<file path="src/include/led_spi_pkg.sv">
`default_nettype none

package led_spi_pkg;

  localparam int unsigned FRAME_BITS_DEF = 16;
  localparam int unsigned CNT_W          = 4;

  // frame fields
  localparam int unsigned RW_BIT    = 15;
  localparam int unsigned ADDR_MSB  = 14;
  localparam int unsigned ADDR_LSB  = 8;
  localparam int unsigned DATA_MSB  = 7;
  localparam int unsigned DATA_LSB  = 0;
  localparam int unsigned LAST_CTRL = 7'h1f;

  // register offsets
  localparam logic [6:0] A_FUNC_CTRL  = 7'h00;
  localparam logic [6:0] A_GATE_SUP   = 7'h01;
  localparam logic [6:0] A_LED_CUR1   = 7'h02;
  localparam logic [6:0] A_LED_CUR2   = 7'h03;
  localparam logic [6:0] A_INT_A      = 7'h04;
  localparam logic [6:0] A_CUR_RANGE  = 7'h05;
  localparam logic [6:0] A_COPY_PULSE = 7'h06;
  localparam logic [6:0] A_HYST1      = 7'h0b;
  localparam logic [6:0] A_HYST2      = 7'h0c;
  localparam logic [6:0] A_INT_B      = 7'h0d;
  localparam logic [6:0] A_FALLBACK   = 7'h0e;
  localparam logic [6:0] A_UV_THRESH  = 7'h0f;
  localparam logic [6:0] A_NV_CMD     = 7'h17;
  localparam logic [6:0] A_NV_WR_LO   = 7'h18;
  localparam logic [6:0] A_NV_WR_HI   = 7'h19;
  localparam logic [6:0] A_LED_ON1    = 7'h20;
  localparam logic [6:0] A_LED_OFF1   = 7'h21;
  localparam logic [6:0] A_LED_ON2    = 7'h22;
  localparam logic [6:0] A_LED_OFF2   = 7'h23;
  localparam logic [6:0] A_INT_C      = 7'h24;
  localparam logic [6:0] A_INT_D      = 7'h25;
  localparam logic [6:0] A_DIE_TEMP   = 7'h26;
  localparam logic [6:0] A_NV_RD_LO   = 7'h28;
  localparam logic [6:0] A_NV_RD_HI   = 7'h29;
  localparam logic [6:0] A_BOOT_UV    = 7'h34;
  localparam logic [6:0] A_CUR_VOLT   = 7'h35;
  localparam logic [6:0] A_NV_PWM     = 7'h36;
  localparam logic [6:0] A_PRIMARY    = 7'h37;
  localparam logic [6:0] A_VIN_MEAS   = 7'h38;

  // reset values
  localparam logic [7:0] R_FUNC_CTRL  = 8'h0e;
  localparam logic [7:0] R_GATE_SUP   = 8'h96;
  localparam logic [7:0] R_LED_CUR    = 8'h00;
  localparam logic [7:0] R_INT_A      = 8'h17;
  localparam logic [7:0] R_CUR_RANGE  = 8'h07;
  localparam logic [7:0] R_COPY_PULSE = 8'h00;
  localparam logic [7:0] R_HYST       = 8'h03;
  localparam logic [7:0] R_INT_B      = 8'h03;
  localparam logic [7:0] R_FALLBACK   = 8'h00;
  localparam logic [7:0] R_UV_THRESH  = 8'hff;
  localparam logic [7:0] R_NV         = 8'h00;
  localparam logic [7:0] R_INT_CD     = 8'h00;
  localparam logic [7:0] ZERO_BYTE    = 8'h00;

  // field positions and masks
  localparam int unsigned FC_CLR_ERR  = 6;
  localparam logic [7:0]  FC_MASK     = 8'hbe;
  localparam logic [7:0]  PAIR_MASK   = 8'h03;
  localparam logic [7:0]  CV_MASK     = 8'h1b;
  localparam logic [7:0]  PRIM_MASK   = 8'hbb;
  localparam int unsigned PRIM_ERR    = 6;
  localparam int unsigned NV_RD_BIT   = 7;
  localparam int unsigned NV_WR_BIT   = 6;
  localparam int unsigned NV_LOC_MSB  = 4;
  localparam int unsigned NV_FAIL_BIT = 4;
  localparam int unsigned NV_OK_BIT   = 3;

endpackage

`default_nettype wire

</file>
<file path="src/core/led_spi_port.sv">
`timescale 1ns/1ps
`default_nettype none

module led_spi_port
  import led_spi_pkg::*;
#(
  parameter int unsigned FRAME_BITS = FRAME_BITS_DEF
) (
  input  wire logic       clk,
  input  wire logic       reset,
  input  wire logic       sclk,
  input  wire logic       chip_select_n,
  input  wire logic       sdi,
  output logic            sdo,
  output logic            sdo_oe,
  input  wire logic       off_mode_exit,
  input  wire logic [7:0] led_on_voltage_first_in,
  input  wire logic [7:0] led_off_voltage_first_in,
  input  wire logic [7:0] led_on_voltage_second_in,
  input  wire logic [7:0] led_off_voltage_second_in,
  input  wire logic [7:0] die_temperature_in,
  input  wire logic [7:0] nonvolatile_read_low_in,
  input  wire logic [7:0] nonvolatile_read_high_in,
  input  wire logic [7:0] bootstrap_undervoltage_in,
  input  wire logic [7:0] current_voltage_flags_in,
  input  wire logic [1:0] pwm_state_in,
  input  wire logic       nonvolatile_ok_set,
  input  wire logic       nonvolatile_fail_set,
  input  wire logic [7:0] primary_status_in,
  input  wire logic [7:0] input_voltage_in,
  output logic [7:0]      device_function_control,
  output logic [7:0]      gate_drive_supply,
  output logic [7:0]      led_current_first_channel,
  output logic [7:0]      led_current_second_channel,
  output logic [7:0]      reserved_internal_a,
  output logic [7:0]      current_range_select,
  output logic [7:0]      current_reached_copy_pulse,
  output logic [7:0]      hysteresis_first_channel,
  output logic [7:0]      hysteresis_second_channel,
  output logic [7:0]      reserved_internal_b,
  output logic [7:0]      fallback_mode_control,
  output logic [7:0]      input_undervoltage_threshold,
  output logic [7:0]      nonvolatile_write_low,
  output logic [7:0]      nonvolatile_write_high,
  output logic [4:0]      nonvolatile_location,
  output logic            nonvolatile_read_request,
  output logic            nonvolatile_write_request,
  output logic            serial_error_flag
);

  if (FRAME_BITS != FRAME_BITS_DEF)
  begin : g_bad_frame
    $error("frame length must be sixteen bits");
  end

  // pins are asynchronous to clk, two flops each
  logic [1:0] sclk_sync_q;
  logic [1:0] cs_sync_q;
  logic [1:0] sdi_sync_q;
  logic       sclk_prev_q;
  logic       cs_prev_q;

  always_ff @(posedge clk or posedge reset)
  begin
    if (reset)
    begin
      sclk_sync_q <= 2'h0;
      cs_sync_q   <= 2'h3;
      sdi_sync_q  <= 2'h0;
      sclk_prev_q <= 1'b0;
      cs_prev_q   <= 1'b1;
    end
    else
    begin
      sclk_sync_q <= {sclk_sync_q[0], sclk};
      cs_sync_q   <= {cs_sync_q[0], chip_select_n};
      sdi_sync_q  <= {sdi_sync_q[0], sdi};
      sclk_prev_q <= sclk_sync_q[1];
      cs_prev_q   <= cs_sync_q[1];
    end
  end

  logic sclk_s;
  logic cs_s;
  logic sdi_s;
  logic sclk_fall;
  logic sclk_rise;
  logic frame_start;
  logic frame_end;

  assign sclk_s      = sclk_sync_q[1];
  assign cs_s        = cs_sync_q[1];
  assign sdi_s       = sdi_sync_q[1];
  assign frame_start = cs_prev_q & ~cs_s;
  assign frame_end   = ~cs_prev_q & cs_s;
  assign sclk_fall   = ~cs_s & sclk_prev_q & ~sclk_s;
  assign sclk_rise   = ~cs_s & ~sclk_prev_q & sclk_s;

  logic [FRAME_BITS-1:0] shift_q;
  logic [CNT_W-1:0]      bit_cnt_q;
  logic                  whole_word_q;
  logic                  first_frame_q;
  logic [7:0]            resp_q;
  logic                  sdo_q;
  logic                  sdo_oe_q;

  logic       cmd_read;
  logic [6:0] cmd_addr;
  logic [7:0] cmd_data;
  logic       count_ok;
  logic       do_write;

  assign cmd_read = shift_q[RW_BIT];
  assign cmd_addr = shift_q[ADDR_MSB:ADDR_LSB];
  assign cmd_data = shift_q[DATA_MSB:DATA_LSB];
  assign count_ok = whole_word_q && (bit_cnt_q == '0);
  assign do_write = frame_end && count_ok && !cmd_read;

  // diagnostic and control state
  logic [7:0] func_ctrl_q;
  logic [7:0] gate_sup_q;
  logic [7:0] led_cur1_q;
  logic [7:0] led_cur2_q;
  logic [7:0] int_a_q;
  logic [7:0] cur_range_q;
  logic [7:0] copy_pulse_q;
  logic [7:0] hyst1_q;
  logic [7:0] hyst2_q;
  logic [7:0] int_b_q;
  logic [7:0] fallback_q;
  logic [7:0] uv_thresh_q;
  logic [7:0] nv_cmd_q;
  logic [7:0] nv_wr_lo_q;
  logic [7:0] nv_wr_hi_q;
  logic       nv_ok_q;
  logic       nv_fail_q;
  logic       err_q;
  logic       nv_rd_req_q;
  logic       nv_wr_req_q;
  logic [7:0] primary_flags;

  assign primary_flags = (primary_status_in & PRIM_MASK) | ({7'h00, err_q} << PRIM_ERR);

  function automatic logic [7:0] read_reg(input logic [6:0] a);
    logic [7:0] v;
    v = ZERO_BYTE;
    case (a)
      A_FUNC_CTRL:  v = func_ctrl_q;
      A_GATE_SUP:   v = gate_sup_q;
      A_LED_CUR1:   v = led_cur1_q;
      A_LED_CUR2:   v = led_cur2_q;
      A_INT_A:      v = int_a_q;
      A_CUR_RANGE:  v = cur_range_q;
      A_COPY_PULSE: v = copy_pulse_q;
      A_HYST1:      v = hyst1_q;
      A_HYST2:      v = hyst2_q;
      A_INT_B:      v = int_b_q;
      A_FALLBACK:   v = fallback_q;
      A_UV_THRESH:  v = uv_thresh_q;
      A_NV_CMD:     v = nv_cmd_q;
      A_NV_WR_LO:   v = nv_wr_lo_q;
      A_NV_WR_HI:   v = nv_wr_hi_q;
      A_LED_ON1:    v = led_on_voltage_first_in;
      A_LED_OFF1:   v = led_off_voltage_first_in;
      A_LED_ON2:    v = led_on_voltage_second_in;
      A_LED_OFF2:   v = led_off_voltage_second_in;
      A_INT_C:      v = R_INT_CD;
      A_INT_D:      v = R_INT_CD;
      A_DIE_TEMP:   v = die_temperature_in;
      A_NV_RD_LO:   v = nonvolatile_read_low_in;
      A_NV_RD_HI:   v = nonvolatile_read_high_in;
      A_BOOT_UV:    v = bootstrap_undervoltage_in & PAIR_MASK;
      A_CUR_VOLT:   v = current_voltage_flags_in & CV_MASK;
      A_NV_PWM:     v = {3'h0, nv_fail_q, nv_ok_q, 1'b0, pwm_state_in};
      A_PRIMARY:    v = primary_flags;
      A_VIN_MEAS:   v = input_voltage_in;
      default:      v = ZERO_BYTE;
    endcase
    return v;
  endfunction

  function automatic logic is_addr(input logic [6:0] a, input logic [6:0] b);
    return do_write && (a == b);
  endfunction

  // control addresses backed by a register, function control aside
  function automatic logic ctrl_mapped(input logic [6:0] a);
    logic hit;
    hit = 1'b0;
    case (a)
      A_GATE_SUP, A_LED_CUR1, A_LED_CUR2, A_INT_A, A_CUR_RANGE, A_COPY_PULSE,
      A_HYST1, A_HYST2, A_INT_B, A_FALLBACK, A_UV_THRESH, A_NV_CMD, A_NV_WR_LO,
      A_NV_WR_HI: hit = 1'b1;
      default:    hit = 1'b0;
    endcase
    return hit;
  endfunction

  // bit counting per chip-select period
  always_ff @(posedge clk or posedge reset)
  begin
    if (reset)
    begin
      bit_cnt_q    <= '0;
      whole_word_q <= 1'b0;
    end
    else if (frame_start)
    begin
      bit_cnt_q    <= '0;
      whole_word_q <= 1'b0;
    end
    else if (sclk_fall)
    begin
      bit_cnt_q <= bit_cnt_q + 1'b1;
      if (bit_cnt_q == '1)
      begin
        whole_word_q <= 1'b1;
      end
    end
  end

  // one shifter serves both directions, so a chained frame comes out 16 bits late
  always_ff @(posedge clk or posedge reset)
  begin
    if (reset)
    begin
      shift_q <= '0;
    end
    else if (frame_start)
    begin
      if (first_frame_q)
      begin
        shift_q <= '0;
      end
      else
      begin
        shift_q <= {primary_flags, resp_q};
      end
    end
    else if (sclk_fall)
    begin
      shift_q <= {shift_q[FRAME_BITS-2:0], sdi_s};
    end
  end

  always_ff @(posedge clk or posedge reset)
  begin
    if (reset)
    begin
      first_frame_q <= 1'b1;
    end
    else if (off_mode_exit)
    begin
      first_frame_q <= 1'b1;
    end
    else if (frame_start)
    begin
      first_frame_q <= 1'b0;
    end
  end

  always_ff @(posedge clk or posedge reset)
  begin
    if (reset)
    begin
      sdo_q <= 1'b0;
    end
    else if (frame_start)
    begin
      sdo_q <= first_frame_q ? 1'b0 : primary_flags[7];
    end
    else if (sclk_rise)
    begin
      sdo_q <= shift_q[FRAME_BITS-1];
    end
  end

  always_ff @(posedge clk or posedge reset)
  begin
    if (reset)
    begin
      sdo_oe_q <= 1'b0;
    end
    else
    begin
      sdo_oe_q <= ~cs_s;
    end
  end

  always_ff @(posedge clk or posedge reset)
  begin
    if (reset)
    begin
      resp_q <= ZERO_BYTE;
    end
    else if (frame_end && count_ok)
    begin
      if (cmd_read)
      begin
        resp_q <= read_reg(cmd_addr);
      end
      else if (cmd_addr == A_FUNC_CTRL)
      begin
        resp_q <= cmd_data & FC_MASK;
      end
      else if (cmd_addr <= LAST_CTRL[6:0])
      begin
        // decode by address; a value test would miss registers still at zero
        resp_q <= ctrl_mapped(cmd_addr) ? cmd_data : ZERO_BYTE;
      end
      else
      begin
        resp_q <= read_reg(cmd_addr);
      end
    end
  end

  always_ff @(posedge clk or posedge reset)
  begin
    if (reset)
    begin
      func_ctrl_q  <= R_FUNC_CTRL;
      gate_sup_q   <= R_GATE_SUP;
      led_cur1_q   <= R_LED_CUR;
      led_cur2_q   <= R_LED_CUR;
      int_a_q      <= R_INT_A;
      cur_range_q  <= R_CUR_RANGE;
      copy_pulse_q <= R_COPY_PULSE;
      hyst1_q      <= R_HYST;
      hyst2_q      <= R_HYST;
      int_b_q      <= R_INT_B;
      fallback_q   <= R_FALLBACK;
      uv_thresh_q  <= R_UV_THRESH;
      nv_cmd_q     <= R_NV;
      nv_wr_lo_q   <= R_NV;
      nv_wr_hi_q   <= R_NV;
    end
    else
    begin
      // reads and bad frames store nothing
      if (is_addr(cmd_addr, A_FUNC_CTRL))  func_ctrl_q  <= cmd_data & FC_MASK;
      if (is_addr(cmd_addr, A_GATE_SUP))   gate_sup_q   <= cmd_data;
      if (is_addr(cmd_addr, A_LED_CUR1))   led_cur1_q   <= cmd_data;
      if (is_addr(cmd_addr, A_LED_CUR2))   led_cur2_q   <= cmd_data;
      if (is_addr(cmd_addr, A_INT_A))      int_a_q      <= cmd_data;
      if (is_addr(cmd_addr, A_CUR_RANGE))  cur_range_q  <= cmd_data;
      if (is_addr(cmd_addr, A_COPY_PULSE)) copy_pulse_q <= cmd_data;
      if (is_addr(cmd_addr, A_HYST1))      hyst1_q      <= cmd_data;
      if (is_addr(cmd_addr, A_HYST2))      hyst2_q      <= cmd_data;
      if (is_addr(cmd_addr, A_INT_B))      int_b_q      <= cmd_data;
      if (is_addr(cmd_addr, A_FALLBACK))   fallback_q   <= cmd_data;
      if (is_addr(cmd_addr, A_UV_THRESH))  uv_thresh_q  <= cmd_data;
      if (is_addr(cmd_addr, A_NV_CMD))     nv_cmd_q     <= cmd_data;
      if (is_addr(cmd_addr, A_NV_WR_LO))   nv_wr_lo_q   <= cmd_data;
      if (is_addr(cmd_addr, A_NV_WR_HI))   nv_wr_hi_q   <= cmd_data;
    end
  end

  // nonvolatile start strobes, one cycle each
  always_ff @(posedge clk or posedge reset)
  begin
    if (reset)
    begin
      nv_rd_req_q <= 1'b0;
      nv_wr_req_q <= 1'b0;
    end
    else
    begin
      nv_rd_req_q <= is_addr(cmd_addr, A_NV_CMD) && cmd_data[NV_RD_BIT];
      nv_wr_req_q <= is_addr(cmd_addr, A_NV_CMD) && cmd_data[NV_WR_BIT];
    end
  end

  // write clears flags, a new set wins
  always_ff @(posedge clk or posedge reset)
  begin
    if (reset)
    begin
      nv_ok_q   <= 1'b0;
      nv_fail_q <= 1'b0;
    end
    else
    begin
      if (nonvolatile_ok_set)
      begin
        nv_ok_q <= 1'b1;
      end
      else if (is_addr(cmd_addr, A_NV_PWM))
      begin
        nv_ok_q <= 1'b0;
      end
      if (nonvolatile_fail_set)
      begin
        nv_fail_q <= 1'b1;
      end
      else if (is_addr(cmd_addr, A_NV_PWM))
      begin
        nv_fail_q <= 1'b0;
      end
    end
  end

  // error sticks until cleared through function control; a new fault wins
  always_ff @(posedge clk or posedge reset)
  begin
    if (reset)
    begin
      err_q <= 1'b0;
    end
    else if (frame_end && !count_ok)
    begin
      err_q <= 1'b1;
    end
    else if (is_addr(cmd_addr, A_VIN_MEAS))
    begin
      err_q <= 1'b1;
    end
    else if (is_addr(cmd_addr, A_FUNC_CTRL) && cmd_data[FC_CLR_ERR])
    begin
      err_q <= 1'b0;
    end
  end

  assign sdo                          = sdo_q;
  assign sdo_oe                       = sdo_oe_q;
  assign device_function_control      = func_ctrl_q;
  assign gate_drive_supply            = gate_sup_q;
  assign led_current_first_channel    = led_cur1_q;
  assign led_current_second_channel   = led_cur2_q;
  assign reserved_internal_a          = int_a_q;
  assign current_range_select         = cur_range_q;
  assign current_reached_copy_pulse   = copy_pulse_q;
  assign hysteresis_first_channel     = hyst1_q;
  assign hysteresis_second_channel    = hyst2_q;
  assign reserved_internal_b          = int_b_q;
  assign fallback_mode_control        = fallback_q;
  assign input_undervoltage_threshold = uv_thresh_q;
  assign nonvolatile_write_low        = nv_wr_lo_q;
  assign nonvolatile_write_high       = nv_wr_hi_q;
  assign nonvolatile_location         = nv_cmd_q[NV_LOC_MSB:0];
  assign nonvolatile_read_request     = nv_rd_req_q;
  assign nonvolatile_write_request    = nv_wr_req_q;
  assign serial_error_flag            = err_q;
endmodule // led_spi_port

`default_nettype wire

</file>
<file path="config.mk">
export PLATFORM = sky130hd
export DESIGN_NAME = led_spi_port
export DESIGN_NICKNAME = d
export VERILOG_FILES = /design/src/include/led_spi_pkg.sv /design/src/core/led_spi_port.sv
export SDC_FILE = /design/constraint.sdc
export NUM_CORES = 1
export LEC_CHECK = 0
export ABC_AREA = 1
export BUFFER_PORTS_ARGS = -buffer_cell sky130_fd_sc_hd__buf_2
export CAP_MARGIN = 40
export CORE_ASPECT_RATIO = 1.1
export CORE_MARGIN = 2
export CORE_UTILIZATION = 45
export CTS_CLUSTER_SIZE = 28
export DETAILED_ROUTE_END_ITERATION = 6
export GPL_ROUTABILITY_DRIVEN = 1
export HOLD_SLACK_MARGIN = 0.1
export PLACE_DENSITY_LB_ADDON = 0.3
export SYNTH_ARGS = -nofsm -noshare
export SYNTH_HDL_FRONTEND = slang
export SYNTH_SLANG_ARGS = --single-unit
</file>
<file path="constraint.sdc">
create_clock -name clk -period 15 [get_ports clk]
set_clock_uncertainty 0.15 [all_clocks]
set_input_delay 1.5 -clock clk [delete_from_list [all_inputs] [get_ports clk]]
set_output_delay 1.5 -clock clk [all_outputs]
set_load 0.1 [all_outputs]
</file>
==> results, run 1 <==
- The post-synthesis cell type count is 38.
- The combined flip-flop and latch cell area is 4120 sq um.
- The die outline height is 148 microns.
- The mean routed wirelength per cell is 18.1 microns.
- The initial cell density of the core is 46.2%.
- STA classifies the critical path startpoint as a flip-flop.
- After detailed routing, the number of remaining DRC violations is 0.
- The placed cell count is approximately 1,600.
- Clock-pin slew was measured on the worst setup and hold paths at 0.06 ns.
- Fill cells in the final layout number 1,791.
- Clock tree synthesis inserted a total of 17 buffers.
- The total area of multi-input combinational cells is 3870 sq um.
- The last weighted congestion value of the routability-driven placer is 0.946.
- The count of buffers added on input and output ports is 205.
- In this run the horizontal extent of the chip is 135 microns.
- Among all stages on the critical path, the largest delay is contributed by nor2_1.
- Summing every instance area after synthesis gives 8530 sq um.
- The flow ran to the end, and the final reports show no timing, DRC or antenna violations.
- After detailed routing, the total wire length is 28,700 microns.
- Subtracting the final worst setup slack from the clock period gives ~3 ns.
- The die outline area is 20,100 sq um.
- At the later pin of the worst-skew pair, clock insertion delay measures 0.43 ns.
- The placement row count is 52.
- Of the available clock period, the critical path in the final layout requires 20.5%.
- Together, buffers and inverters on the worst path number 4.
- The clock tree root buffer cell is clkbuf_16.
- The final number of hold-violating endpoints is 0.
- The maximum root-to-sink buffer count is 2.
- The via density per instance is 5.25.
- For this run, the share of the core covered by cells in the final layout is 55.5%.
- The total iterations of the first detailed-routing run is 5.
- The average cell area after synthesis is 7.46 sq um.
- Setup repair after global routing left no endpoint under its margin.
- Setup total negative slack on the finished layout was measured at 0 ns.
- The remaining global-route overflow is 0.
- Ranked by flip-flop count, first place goes to shift_q.
- After clock tree synthesis, the setup repair step added 0 buffers.
- Summing all placed instances gives a cell area of 9660 sq um.
- The initial antenna violation count is 2.
- The worst-case IR drop observed on VDD is 0.0848 mV.
- The final route contains 8,342 vias.
- The number of global-route vias before repair is 7,937.
- The tightest hold path in the finished design has a slack of between 0.15 and 0.2 ns.
- After the last flow step, the layout net total stands at about 1,400.
- The family with the most delay on the worst path is simple AND/OR/NAND/NOR gates.
- By startpoint and endpoint, the worst setup path is classified as reg -> reg.
- The maximum achievable frequency is 0.325 GHz.
- The clock tree from TritonCTS is yes.
- The headroom to the max-slew limit is 38.4%.
- In the global route stage, overall resource usage came out at 29.2%.
- Setup violations remaining at the end of the flow were counted as 0.
- The global-route wire length before repair is 44,300 microns.
- After synthesis, the share of flip-flops with an asynchronous set or reset is 100%.
- The max-cap violation count is 0.
- For this run, the slowest stage of the critical path takes slightly above 0.6 ns.
- In the post-synthesis netlist, the cell with the most instances is nand2_1.
- In this run, synthesis produced a sequential element count of between 150 and 200.
- The min-delay analysis places its worst path in the category reg -> reg.
- Entering global routing, the biggest net connects 65 pins.
- The final instance area is 10,200 sq um.
- Ranked by instance count, the synthesized netlist is headed by 459 x nand2_1, 131 x dfrtp_1, 129 x o21ai_0.
- In this run, post-CTS repair resized a total of 0 instances.
- The signal on the critical path passes through inv_1 -> nor2_2 -> clkinv_1 -> nor2_1 -> buf_4 -> inv_1 -> nor2_1 -> a21oi_1 -> a21oi_1.
- Synthesis produced 1,144 cells.
- In this run the worst path has a maximum fanout of 17.
- The final standard cell count with taps included and fillers excluded is 1,588.
- The leakage power figure is approximately 0.0055 uW.
- The fraction of synthesized cell area taken by the top area cell type is 38.4%.
- 220 I/O pins were placed.
- STA classifies the critical path endpoint as a flip-flop.
- Sequential cells were found to cover 48.3% of the synthesized design area.
- The slew at the pin closest to its max-slew limit is 0.920 ns.
- The register with the most flip-flops in the layout has 16 of them.
- The core region is 18,500 sq um.
- The power per cell area is 97.4 nW/um^2.
- For this block, the initial DRC count from the detailed router was 795.
- The count of H-tree levels built during CTS is 4.
- By area the synthesized netlist is led by dfrtp_1 38%, nand2_1 20%, dfstp_2 9.9%.
- The count of flip-flops with a built-in enable after synthesis is 0.
- The number of slew-limit violations in the final report came to 0.
- The number of buffers added to fix hold violations after cts is 0.
- The HPWL after detailed placement is about 21,000 microns.
- The flip-flop cell with the highest count after synthesis is dfrtp_1.
- The fraction of layout instances using a drive strength above 1 is a little under a quarter.
- The Yosys step of the flow raised 0 warnings.
- Counting every sink on the clock net gives 163.
- Relative to the synthesized area, the layout overhead comes to 20.1%.
- The required time reported for the critical path endpoint is 15.20 ns.
- The worst path arrival time is 3.29 ns.
- The synthesized design spends more area on one cell type than any other, namely dfrtp_1.
- The count of antenna-violating nets left after detailed routing is 0.
## layout make-up
class | instances | share of cell area, %
antenna | 1 | 0.0244
inverter | 67 | 2.50
multi-input combinational | 872 | 37.8
clock buffer | 23 | 4.86
timing repair buffer | 210 | 10.8
clock inverter | 9 | 0.903
tap | 243 | 2.97
sequential | 163 | 40.2
## metal layers
layer | global-route usage (%) | routed length (microns)
met2 | 46.6 | 13400
met3 | 5.28 | 2270
met1 | 39.5 | 12200
met4 | 11.5 | 872
met5 | 0 | 13
## power breakdown
group / internal, uW / total, uW / switching (uW)
Combinational: 24.5 / 109 / 84.1
Sequential: 447 / 455 / 7.82
Clock: 252 / 434 / 182
Total: 724 / 998 / 274
## cell usage in the layout, fill, tap and decap left out, types with 2 or more instances in the layout
| cell type | instances |
|---|---|
| nor3b_1 | 3 |
| a22oi_1 | 2 |
| nor2_4 | 5 |
| ha_1 | 2 |
| a21oi_1 | 8 |
| o21ai_1 | 4 |
| inv_1 | 60 |
| buf_2 | 205 |
| nand2_1 | 459 |
| clkbuf_8 | 5 |
| nor3_1 | 9 |
| buf_16 | 2 |
| nand2_2 | 4 |
| a211oi_1 | 2 |
| nand2_4 | 10 |
| nor2_2 | 10 |
| dfrtp_1 | 131 |
| nand4_1 | 8 |
| or2_2 | 2 |
| o21bai_1 | 2 |
| nand3_1 | 74 |
| conb_1 | 2 |
| nor2_1 | 115 |
| inv_6 | 4 |
| clkbuf_16 | 17 |
| dfstp_2 | 32 |
| clkinvlp_4 | 3 |
| clkinv_1 | 2 |
| o31ai_1 | 3 |
| o221ai_1 | 2 |
| o211ai_1 | 10 |
| inv_2 | 4 |
| buf_4 | 3 |
| o21ai_0 | 129 |
## per-stage QoR
stage	setup WS [ns]	power, uW
2_1_floorplan	9.00	528
3_3_place_gp	11.67	567
3_5_place_dp	11.99	569
4_1_cts	11.91	1000
5_1_grt	11.70	1030
6_report	11.92	998
## cell families (layout without fill, tap and decap cells)
| family | count (synthesis) | after routing | share of synthesized area (%) |
|---|---|---|---|
| buf+inv | 110 | 309 | 6.41 |
| other cells | 1 | 3 | 0.0439 |
| flops | 163 | 163 | 48.3 |
| simple gates | 701 | 701 | 34.4 |
| compound gates | 167 | 167 | 10.6 |
| fa+ha+maj | 2 | 2 | 0.293 |
## path summary, 6_finish.rpt
| path | startpoint | to | slack (ns) | cells after the start |
|---|---|---|---|---|
| min reg2reg | sdi_sync_q[0] | sdi_sync_q[1] | 0.20 | 0 |
| min | sdi_sync_q[0] | sdi_sync_q[1] | 0.20 | 0 |
| max | cs_prev_q | sdo | 11.92 | 9 |
| max in group asynchronous | reset | input_undervoltage_threshold[6] | 12.84 | 4 |
| min in group asynchronous | reset | reserved_internal_b[5] | 0.89 | 2 |
| max reg2reg | cs_prev_q | sdo | 11.92 | 9 |
No activity file was read; power rests on OpenSTA's default activity.
==> run 2, diff against run 1 <==
ABC_AREA = 0   (was 1)
clock period = 2.9 ns   (was 15 ns; I/O delays follow)
==> run 2 against run 1 <==
  * Power grew to 5.7 times the previous value
  * Combinational power grew to 7.3 times the previous value
  * Non-clock buffer count grew 68
  * Via count shrank 5.3%
  * Wire length grew 12%
  * Synthesized cell count shrank 30%
  * Critical path type unchanged
  * Largest power group unchanged
==> results, run 2 <==
- Result of the run: finished clean (unchanged).
- The clock transition at the registers of the reported paths is 0.06 ns (about the same).
- The register bit count reported by yosys is 163 (unchanged).
- The die span in x is 137 microns (was 135 microns).
- The flip-flop cell with the highest count after synthesis is dfrtp_1 (unchanged).
- The number of global-route vias before repair is 7,655 (was 7,937).
- The fraction of layout instances using a drive strength above 1 was 44.7% (was 23.1%).
- The number of top-level design ports is 220 (unchanged).
- The cell type contributing the most total cell area after synthesis is dfrtp_1 (unchanged).
- The later-pin clock latency in the skew report came to 0.43 ns (about the same).
- The average cell area after synthesis is 10.9 sq um (was 7.46 sq um).
- The setup-violating endpoint count in the final report was 0 (unchanged).
- The clock tree root buffer cell was clkbuf_16 (unchanged).
- The met2 track demand over resource in global routing is 49.9% (was 46.6%).
- The number of slew-limit violations in the final report is 0 (unchanged).
- The final standard cell count with taps included and fillers excluded is 1,286 (was 1,588).
- The cell with the most instances after synthesis is dfrtp_1 (was nand2_1).
- The family with the most delay on the worst path is compound AO/OA/AOI/OAI gates (was simple AND/OR/NAND/NOR gates).
- The critical path start-end classification is reg -> reg (unchanged).
- The total iterations of the first detailed-routing run is 5 (unchanged).
- The most used routing layer is met2 (unchanged).
- The met1 routing resource usage after global routing is 43.2% (was 39.5%).
- The total number of yosys warnings is 0 (unchanged).
- Commonest cells after routing, fill and taps aside: 205 x buf_2, 128 x dfrtp_1, 105 x mux2_2, 54 x buf_4, 51 x nand3_1 (was 459 x nand2_1, 205 x buf_2, 131 x dfrtp_1, 129 x o21ai_0, 115 x nor2_1).
- The clock group share of total power is 42.3% (was 43.5%).
- The placed cell count is 1,241 (was 1,555).
- The clock tree from TritonCTS was yes (unchanged).
- The initial antenna violation count is 0 (was 2).
- The aggregate global-route resource usage is 31.9% (was 29.2%).
- The violation count after the first detailed-route iteration is 779 (was 795).
- The register with the most flip-flops is shift_q (unchanged).
- The mean routed wirelength per cell came to 25.0 microns (was 18.1 microns).
- The maximum root-to-sink buffer count is 2 (unchanged).
- The design internal power came to 4050 uW (was 724 uW).
- The final number of hold-violating endpoints was 0 (unchanged).
- The clock sink count is 163 (unchanged).
- The switching power as a share of total power is 28.5% (was 27.5%).
- The detailed-placement wirelength estimate is 23,400 microns (was 21,400 microns).
- The commonest non-fill, non-tap cell in the layout is buf_2 (was nand2_1).
- The critical path endpoint category is a flip-flop (unchanged).
- The initial cell density of the core is 45.8% (was 46.2%).
- The leakage power figure is 0.00516 uW (was 0.00547 uW).
- The core area is 19,100 sq um (was 18,500 sq um).
- The part of the Yosys area used for sequential elements is 47.1% (was 48.3%).
- The placement-stage cell area is 10,200 sq um (was 9660 sq um).
- The last weighted congestion value of the routability-driven placer is 1.01 (was 0.946).
- The class of the most critical hold timing path is reg -> reg (unchanged).
- Top cells by instance count after synthesis: 131 x dfrtp_1, 105 x mux2_2, 51 x nand3_1 (was 459 x nand2_1, 131 x dfrtp_1, 129 x o21ai_0).
- The remaining global-route overflow is 0 (unchanged).
- The critical-path cell with the highest stage delay is dfrtp_1 (was nor2_1).
- The largest net degree at the start of global routing was 85 (was 65).
- The TritonCTS buffer count is 17 (unchanged).
- The count of H-tree levels built during CTS was 4 (unchanged).
- The cell area after synthesis is 8740 sq um (was 8530 sq um).
- The total negative slack for setup checks is 0 ns (unchanged).
- The die outline height is 150 microns (was 148 microns).
- The placement row count is 53 (was 52).
- The net count reported at finish came to 1,126 (was 1,431).
- Largest cells by area after synthesis: dfrtp_1 37%, mux2_2 14%, dfstp_2 9.6% (was dfrtp_1 38%, nand2_1 20%, dfstp_2 9.9%).
- The fraction of met3 tracks used by global routing came to 5.29% (was 5.28%).
- The count of antenna-violating nets left after detailed routing is 0 (unchanged).
- The via density per instance is 6.14 (was 5.25).
- The required time reported for the critical path endpoint was 3.05 ns (was 15.20 ns).
- The fraction of synthesized cell area taken by the top area cell type is 37.5% (was 38.4%).
- The number of antenna diodes is 0 (was 1).
- The number of flip-flops under the largest register name is 16 (unchanged).
- The max-cap violation count was 0 (unchanged).
- The number of setup buffers added after CTS is 0 (unchanged).
- In this design, the critical path's most frequently occurring cell is buf_4.
- The reported net switching power is 1620 uW (was 274 uW).
- The number of remaining DRC errors was 0 (unchanged).
- The part of the power in combinational logic is 14.0% (was 10.9%).
- The slew at the pin closest to its max-slew limit was 0.957 ns (was 0.920 ns).
- The post-synthesis async set-or-reset flop share is 100% (unchanged).
- The maximum achievable frequency is 0.356 GHz (was 0.325 GHz).
- The total wirelength of the detailed-routed design is 32,200 microns (was 28,700 microns).
- The worst path arrival time is 2.96 ns (was 3.29 ns).
- The post-synthesis cell type count came to 83 (was 38).
- The count of flip-flops with a built-in enable after synthesis was 0 (unchanged).
- The delay of the slowest cell on the worst path is 0.61 ns (was 0.62 ns).
- The logic depth of the worst register-to-register path is 8 (was 9).
- Cell-by-cell listing of the critical path: buf_4 -> nor4b_4 -> buf_4 -> a22oi_1 -> o22ai_1 -> a2111oi_0 -> o211a_1 -> o21ai_1 (was inv_1 -> nor2_2 -> clkinv_1 -> nor2_1 -> buf_4 -> inv_1 -> nor2_1 -> a21oi_1 -> a21oi_1).
- The die outline area came to 20,600 sq um (was 20,100 sq um).
- The number of buffer cells added on primary ports is 205 (unchanged).
- The instance count on the critical path came to 8 (was 9).
- The layout overhead on the synthesized area was 25.8% (was 20.1%).
- The power per cell area was 516 nW/um^2 (was 97.4 nW/um^2).
- The global-route wire length before repair was 47,500 microns (was 44,300 microns).
- The worst hold path depth was 0 (unchanged).
- The headroom to the max-slew limit came to 36.2% (was 38.4%).
- The final worst-path cycle share is 97.0% (was 20.5%).
- The total number of vias is 7,898 (was 8,342).
- The gate count after technology mapping is 804 (was 1,144).
- The buffers plus inverters on the worst setup path is 2 (was 4).
- The time the worst path needs with I/O delays and setup is 2.81 ns (was 3.08 ns).
- The final instance area is 11,000 sq um (was 10,200 sq um).
- The kind of start point of the critical path is a flip-flop (unchanged).
- The count of fill cells added during filler insertion was 1,733 (was 1,791).
- RSZ-0062 raised after global routing: no (unchanged).
- The maximum fanout encountered on the critical timing path is 10 (was 17).
- The sequential share of power is 43.7% (was 45.6%).
- The worst voltage drop across the vdd grid is 0.447 mV (was 0.0848 mV).
==> run 2: final timing paths <==
kind | startpoint | to | slack (ns)
max | shift_q[10] | resp_q[7] | 0.09
min | sclk_sync_q[0] | sclk_sync_q[1] | 0.20
max reg2reg | shift_q[10] | resp_q[7] | 0.09
min reg2reg | sclk_sync_q[0] | sclk_sync_q[1] | 0.20
max in group asynchronous | reset | cs_prev_q | 1.78
min in group asynchronous | reset | current_reached_copy_pulse[5] | 0.38
==> run 2: worst register-to-register path, cell delays in order, from the launching register on <==
cell	delay, ns
dfrtp_1	0.61
buf_4	0.29
nor4b_4	0.08
buf_4	0.20
a22oi_1	0.27
o22ai_1	0.19
a2111oi_0	0.50
o211a_1	0.32
o21ai_1	0.08
==> run 2: through the flow <==
stage               utilization (%)  power (uW)  setup slack (ns)  hold WS, ns
global placement               53.6        3270             0.219        0.184
global route                   57.6        5840            0.0237        0.209
detailed placement             53.6        3270             0.180        0.186
floorplan                         -        2880             0.415        0.144
finish                         57.6        5670            0.0872        0.199
CTS                            57.6        5670             0.128        0.181
==> run 2: cells by family after synthesis <==
| family | share of synthesized area, % |
|---|---|
| and+or+nand+nor | 14.9 |
| AOI/OAI and AO/OA | 15.2 |
| DFF | 47.1 |
| muxes | 17.3 |
| buffers and inverters | 4.86 |
| xor gates and xnor gates | 0.401 |
| adders and majority gates | 0.286 |
| other | 0.0429 |
==> run 2: per-layer routing <==
layer | up-vias | share of wire [%]
met3 | 79 | 7.3
met5 | - | 0
li1 | 3459 | -
met2 | 416 | 48
met4 | 0 | 4.2
met1 | 3944 | 41
==> run 2: repair_timing <==
item | 4_1_cts | 5_1_grt
gates resized for setup | 0 | 1
hold buffers | 13 | 0
hold endpoints to repair | 144 | 0
endpoints found under the setup margin | 0 | 1
==> run 2: cell type report <==
type	instances	area, sq um	area share, %
multi-input cells	553	4210	38.3
inverters	13	52.6	0.478
repair buffers	278	1680	15.3
clock inverters	12	183	1.66
well taps	247	309	2.81
clock buffers	20	437	3.97
flip-flops and latches	163	4120	37.5
==> run 2: power by group through the flow <==
stage | clock network, uW | registers, uW | logic [uW]
final | 2400 | 2480 | 793
after global routing | 2520 | 2480 | 843
after global placement | 0 | 2510 | 762
after floorplan | 0 | 2400 | 478
after CTS | 2420 | 2470 | 780
after detailed placement | 0 | 2510 | 762
==> run 3, diff against run 2 <==
ABC_AREA = 1   (was 0)
GPL_TIMING_DRIVEN = 0   (was unset)
==> run 3 against run 2 <==
  * Core utilization is 0.085 points higher
  * Sequential cell count stayed put
  * Count of clock-buffer cells in the layout shrank 1
  * Clock power shrank 5%
  * Critical path type unchanged
==> results, run 3 (synthesized netlist as in run 1, its figures left out) <==
- Result of the run: finished clean (unchanged).
- The max-cap violation count is 0 (unchanged).
- The maximum fanout encountered on the critical timing path came to 10 (unchanged).
- The total number of vias came to 8,870 (was 7,898).
- The initial cell density of the core is 46.2% (was 45.8%).
- The capture point of the worst reg-to-reg path is device_function_control[4] (was resp_q[7]).
- The die outline area is 20,100 sq um (was 20,600 sq um).
- The flop-to-flop setup slack is 0.20 ns (was 0.09 ns).
- The instance count on the critical path is 8 (unchanged).
- The detailed-placement wirelength estimate was 23,500 microns (was 23,400 microns).
- The number of gates given a new drive strength after cts was 0 (unchanged).
- The worst path arrival time was 2.83 ns (was 2.96 ns).
- The net count reported at finish was 1,485 (was 1,126).
- The buffers plus inverters on the worst setup path was 2 (unchanged).
- The later-pin clock latency in the skew report is 0.44 ns (was 0.43 ns).
- The clock tree root buffer cell is clkbuf_16 (unchanged).
- The total wirelength of the detailed-routed design came to 31,100 microns (was 32,200 microns).
- RSZ-0062 raised after global routing: no (unchanged).
- The critical path start-end classification is reg -> reg (unchanged).
- The most used routing layer is met2 (unchanged).
- The maximum root-to-sink buffer count is 2 (unchanged).
- The number of slew-limit violations in the final report is 0 (unchanged).
- The logic depth of the worst register-to-register path is 8 (unchanged).
- The total chip power is 5270 uW (was 5670 uW).
- Cell-by-cell listing of the critical path: nor2_2 -> nand2_2 -> buf_6 -> nor2_1 -> nand2_1 -> buf_2 -> nand2_1 -> o21ai_0 (was buf_4 -> nor4b_4 -> buf_4 -> a22oi_1 -> o22ai_1 -> a2111oi_0 -> o211a_1 -> o21ai_1).
- The setup-violating endpoint count in the final report is 0 (unchanged).
- The number of buffer cells added on primary ports was 205 (unchanged).
- The number of global-route vias before repair is 8,380 (was 7,655).
- The fraction of met3 tracks used by global routing is 6.48% (was 5.29%).
- The critical path endpoint category was a flip-flop (unchanged).
- The met1 routing resource usage after global routing is 43.1% (was 43.2%).
- The met2 track demand over resource in global routing is 48.5% (was 49.9%).
- The commonest non-fill, non-tap cell in the layout is nand2_1 (was buf_2).
- The clock tree from TritonCTS is yes (unchanged).
- The critical path endpoint is device_function_control[4] (was resp_q[7]).
- The number of remaining DRC errors is 0 (unchanged).
- The final number of hold-violating endpoints was 0 (unchanged).
- The count of fill cells added during filler insertion is 1,770 (was 1,733).
- The number of antenna diodes is 0 (unchanged).
- The class of the most critical hold timing path is reg -> reg (unchanged).
- The maximum achievable frequency was 0.370 GHz (was 0.356 GHz).
- The launching point of the worst reg2reg path was shift_q[13] (was shift_q[10]).
- The fraction of layout instances using a drive strength above 1 was 24.2% (was 44.7%).
- The family with the most delay on the worst path is simple AND/OR/NAND/NOR gates (was compound AO/OA/AOI/OAI gates).
- The core area came to 18,500 sq um (was 19,100 sq um).
- The time the worst path needs with I/O delays and setup is 2.70 ns (was 2.81 ns).
- The register with the most flip-flops is shift_q (unchanged).
- The number of top-level design ports is 220 (unchanged).
- The count of antenna-violating nets left after detailed routing is 0 (unchanged).
- The start point of the critical path is shift_q[13] (was shift_q[10]).
- Commonest cells after routing, fill and taps aside: 459 x nand2_1, 213 x buf_2, 131 x dfrtp_1, 129 x o21ai_0, 115 x nor2_1 (was 205 x buf_2, 128 x dfrtp_1, 105 x mux2_2, 54 x buf_4, 51 x nand3_1).
- The number of buffers added to fix hold violations after cts is 12 (was 13).
- The count of H-tree levels built during CTS is 4 (unchanged).
- The last weighted congestion value of the routability-driven placer is 0.979 (was 1.01).
- The headroom to the max-slew limit is 36.4% (was 36.2%).
- The worst voltage drop across the vdd grid is 0.427 mV (was 0.447 mV).
- The global-route wire length before repair is 47,200 microns (was 47,500 microns).
- The placement row count is 52 (was 53).
- The number of flip-flops under the largest register name was 16 (unchanged).
- The power per cell area is 495 nW/um^2 (was 516 nW/um^2).
- The clock transition at the registers of the reported paths is 0.07 ns (was 0.06 ns).
- The critical path's most frequent cell is nand2_1 (was buf_4).
- The clock sink count is 163 (unchanged).
- The final worst-path cycle share is 93.2% (was 97.0%).
- The number of setup buffers added after CTS is 0 (unchanged).
- The total iterations of the first detailed-routing run is 7 (was 5).
- The delay of the slowest cell on the worst path is 0.60 ns (was 0.61 ns).
- The slew at the pin closest to its max-slew limit came to 0.954 ns (was 0.957 ns).
- The die outline height is 148 microns (was 150 microns).
- The TritonCTS buffer count is 17 (unchanged).
- The required time reported for the critical path endpoint was 3.03 ns (was 3.05 ns).
- The aggregate global-route resource usage is 31.5% (was 31.9%).
- The total negative slack for setup checks is 0 ns (unchanged).
- The violation count after the first detailed-route iteration is 844 (was 779).
- The kind of start point of the critical path is a flip-flop (unchanged).
- The critical-path cell with the highest stage delay is nor2_1 (was dfrtp_1).
- The remaining global-route overflow was 0 (unchanged).
- The layout overhead on the synthesized area is 24.8% (was 25.8%).
- The leakage power figure was 0.00568 uW (was 0.00516 uW).
- The die span in x came to 135 microns (was 137 microns).
- The via density per instance is 5.41 (was 6.14).
- The mean routed wirelength per cell is 19.0 microns (was 25.0 microns).
- The initial antenna violation count came to 0 (unchanged).
- The largest net degree at the start of global routing is 39 (was 85).
run 3: layer usage:
layer / share of wire (%) / vias to the layer above
met5: 0 / -
met4: 4.2 / 0
met3: 9.3 / 73
met2: 45 / 472
met1: 42 / 4170
li1: - / 4155
run 3: layout make-up:
cell class | count | area [sq um] | area share (%)
Inverter | 67 | 255 | 2.40
Multi-Input combinational cell | 872 | 3870 | 36.3
Clock buffer | 19 | 443 | 4.16
Sequential cell | 163 | 4120 | 38.7
Timing Repair Buffer | 221 | 1230 | 11.5
Clock inverter | 13 | 140 | 1.32
Buffer | 43 | 295 | 2.77
Tap cell | 243 | 304 | 2.85
run 3: per-stage QoR:
stage | hold slack (ns) | instance area [sq um] | worst slack [ns] | util, % | cells
2_1_floorplan | 0.144 | 8540 | 0.415 | - | 1145
3_3_place_gp | 0.188 | 9870 | -0.645 | 53.4 | 1593
3_5_place_dp | 0.194 | 9950 | 0.266 | 53.9 | 1597
4_1_cts | 0.210 | 10700 | 0.256 | 57.7 | 1641
5_1_grt | 0.215 | 10700 | 0.142 | 57.7 | 1641
6_report | 0.204 | 10700 | 0.198 | 57.7 | 1641
run 3: power breakdown:
| group | switching [uW] | internal [uW] |
|---|---|---|
| combinational | 484 | 162 |
| clock | 1040 | 1240 |
| sequential | 32.5 | 2310 |
run 3: worst min path at each step:
| stage | from | to | slack, ns | cells after the start |
|---|---|---|---|---|
| after global placement | sclk_sync_q[0] | sclk_sync_q[1] | 0.19 | 0 |
| final | sclk_sync_q[0] | sclk_sync_q[1] | 0.20 | 0 |
| after global routing | cs_sync_q[0] | cs_sync_q[1] | 0.21 | 0 |
| after CTS | sclk_sync_q[0] | sclk_sync_q[1] | 0.21 | 0 |
| after detailed placement | sclk_sync_q[0] | sclk_sync_q[1] | 0.19 | 0 |
| after floorplan | chip_select_n | cs_sync_q[0] | 0.14 | 0 |
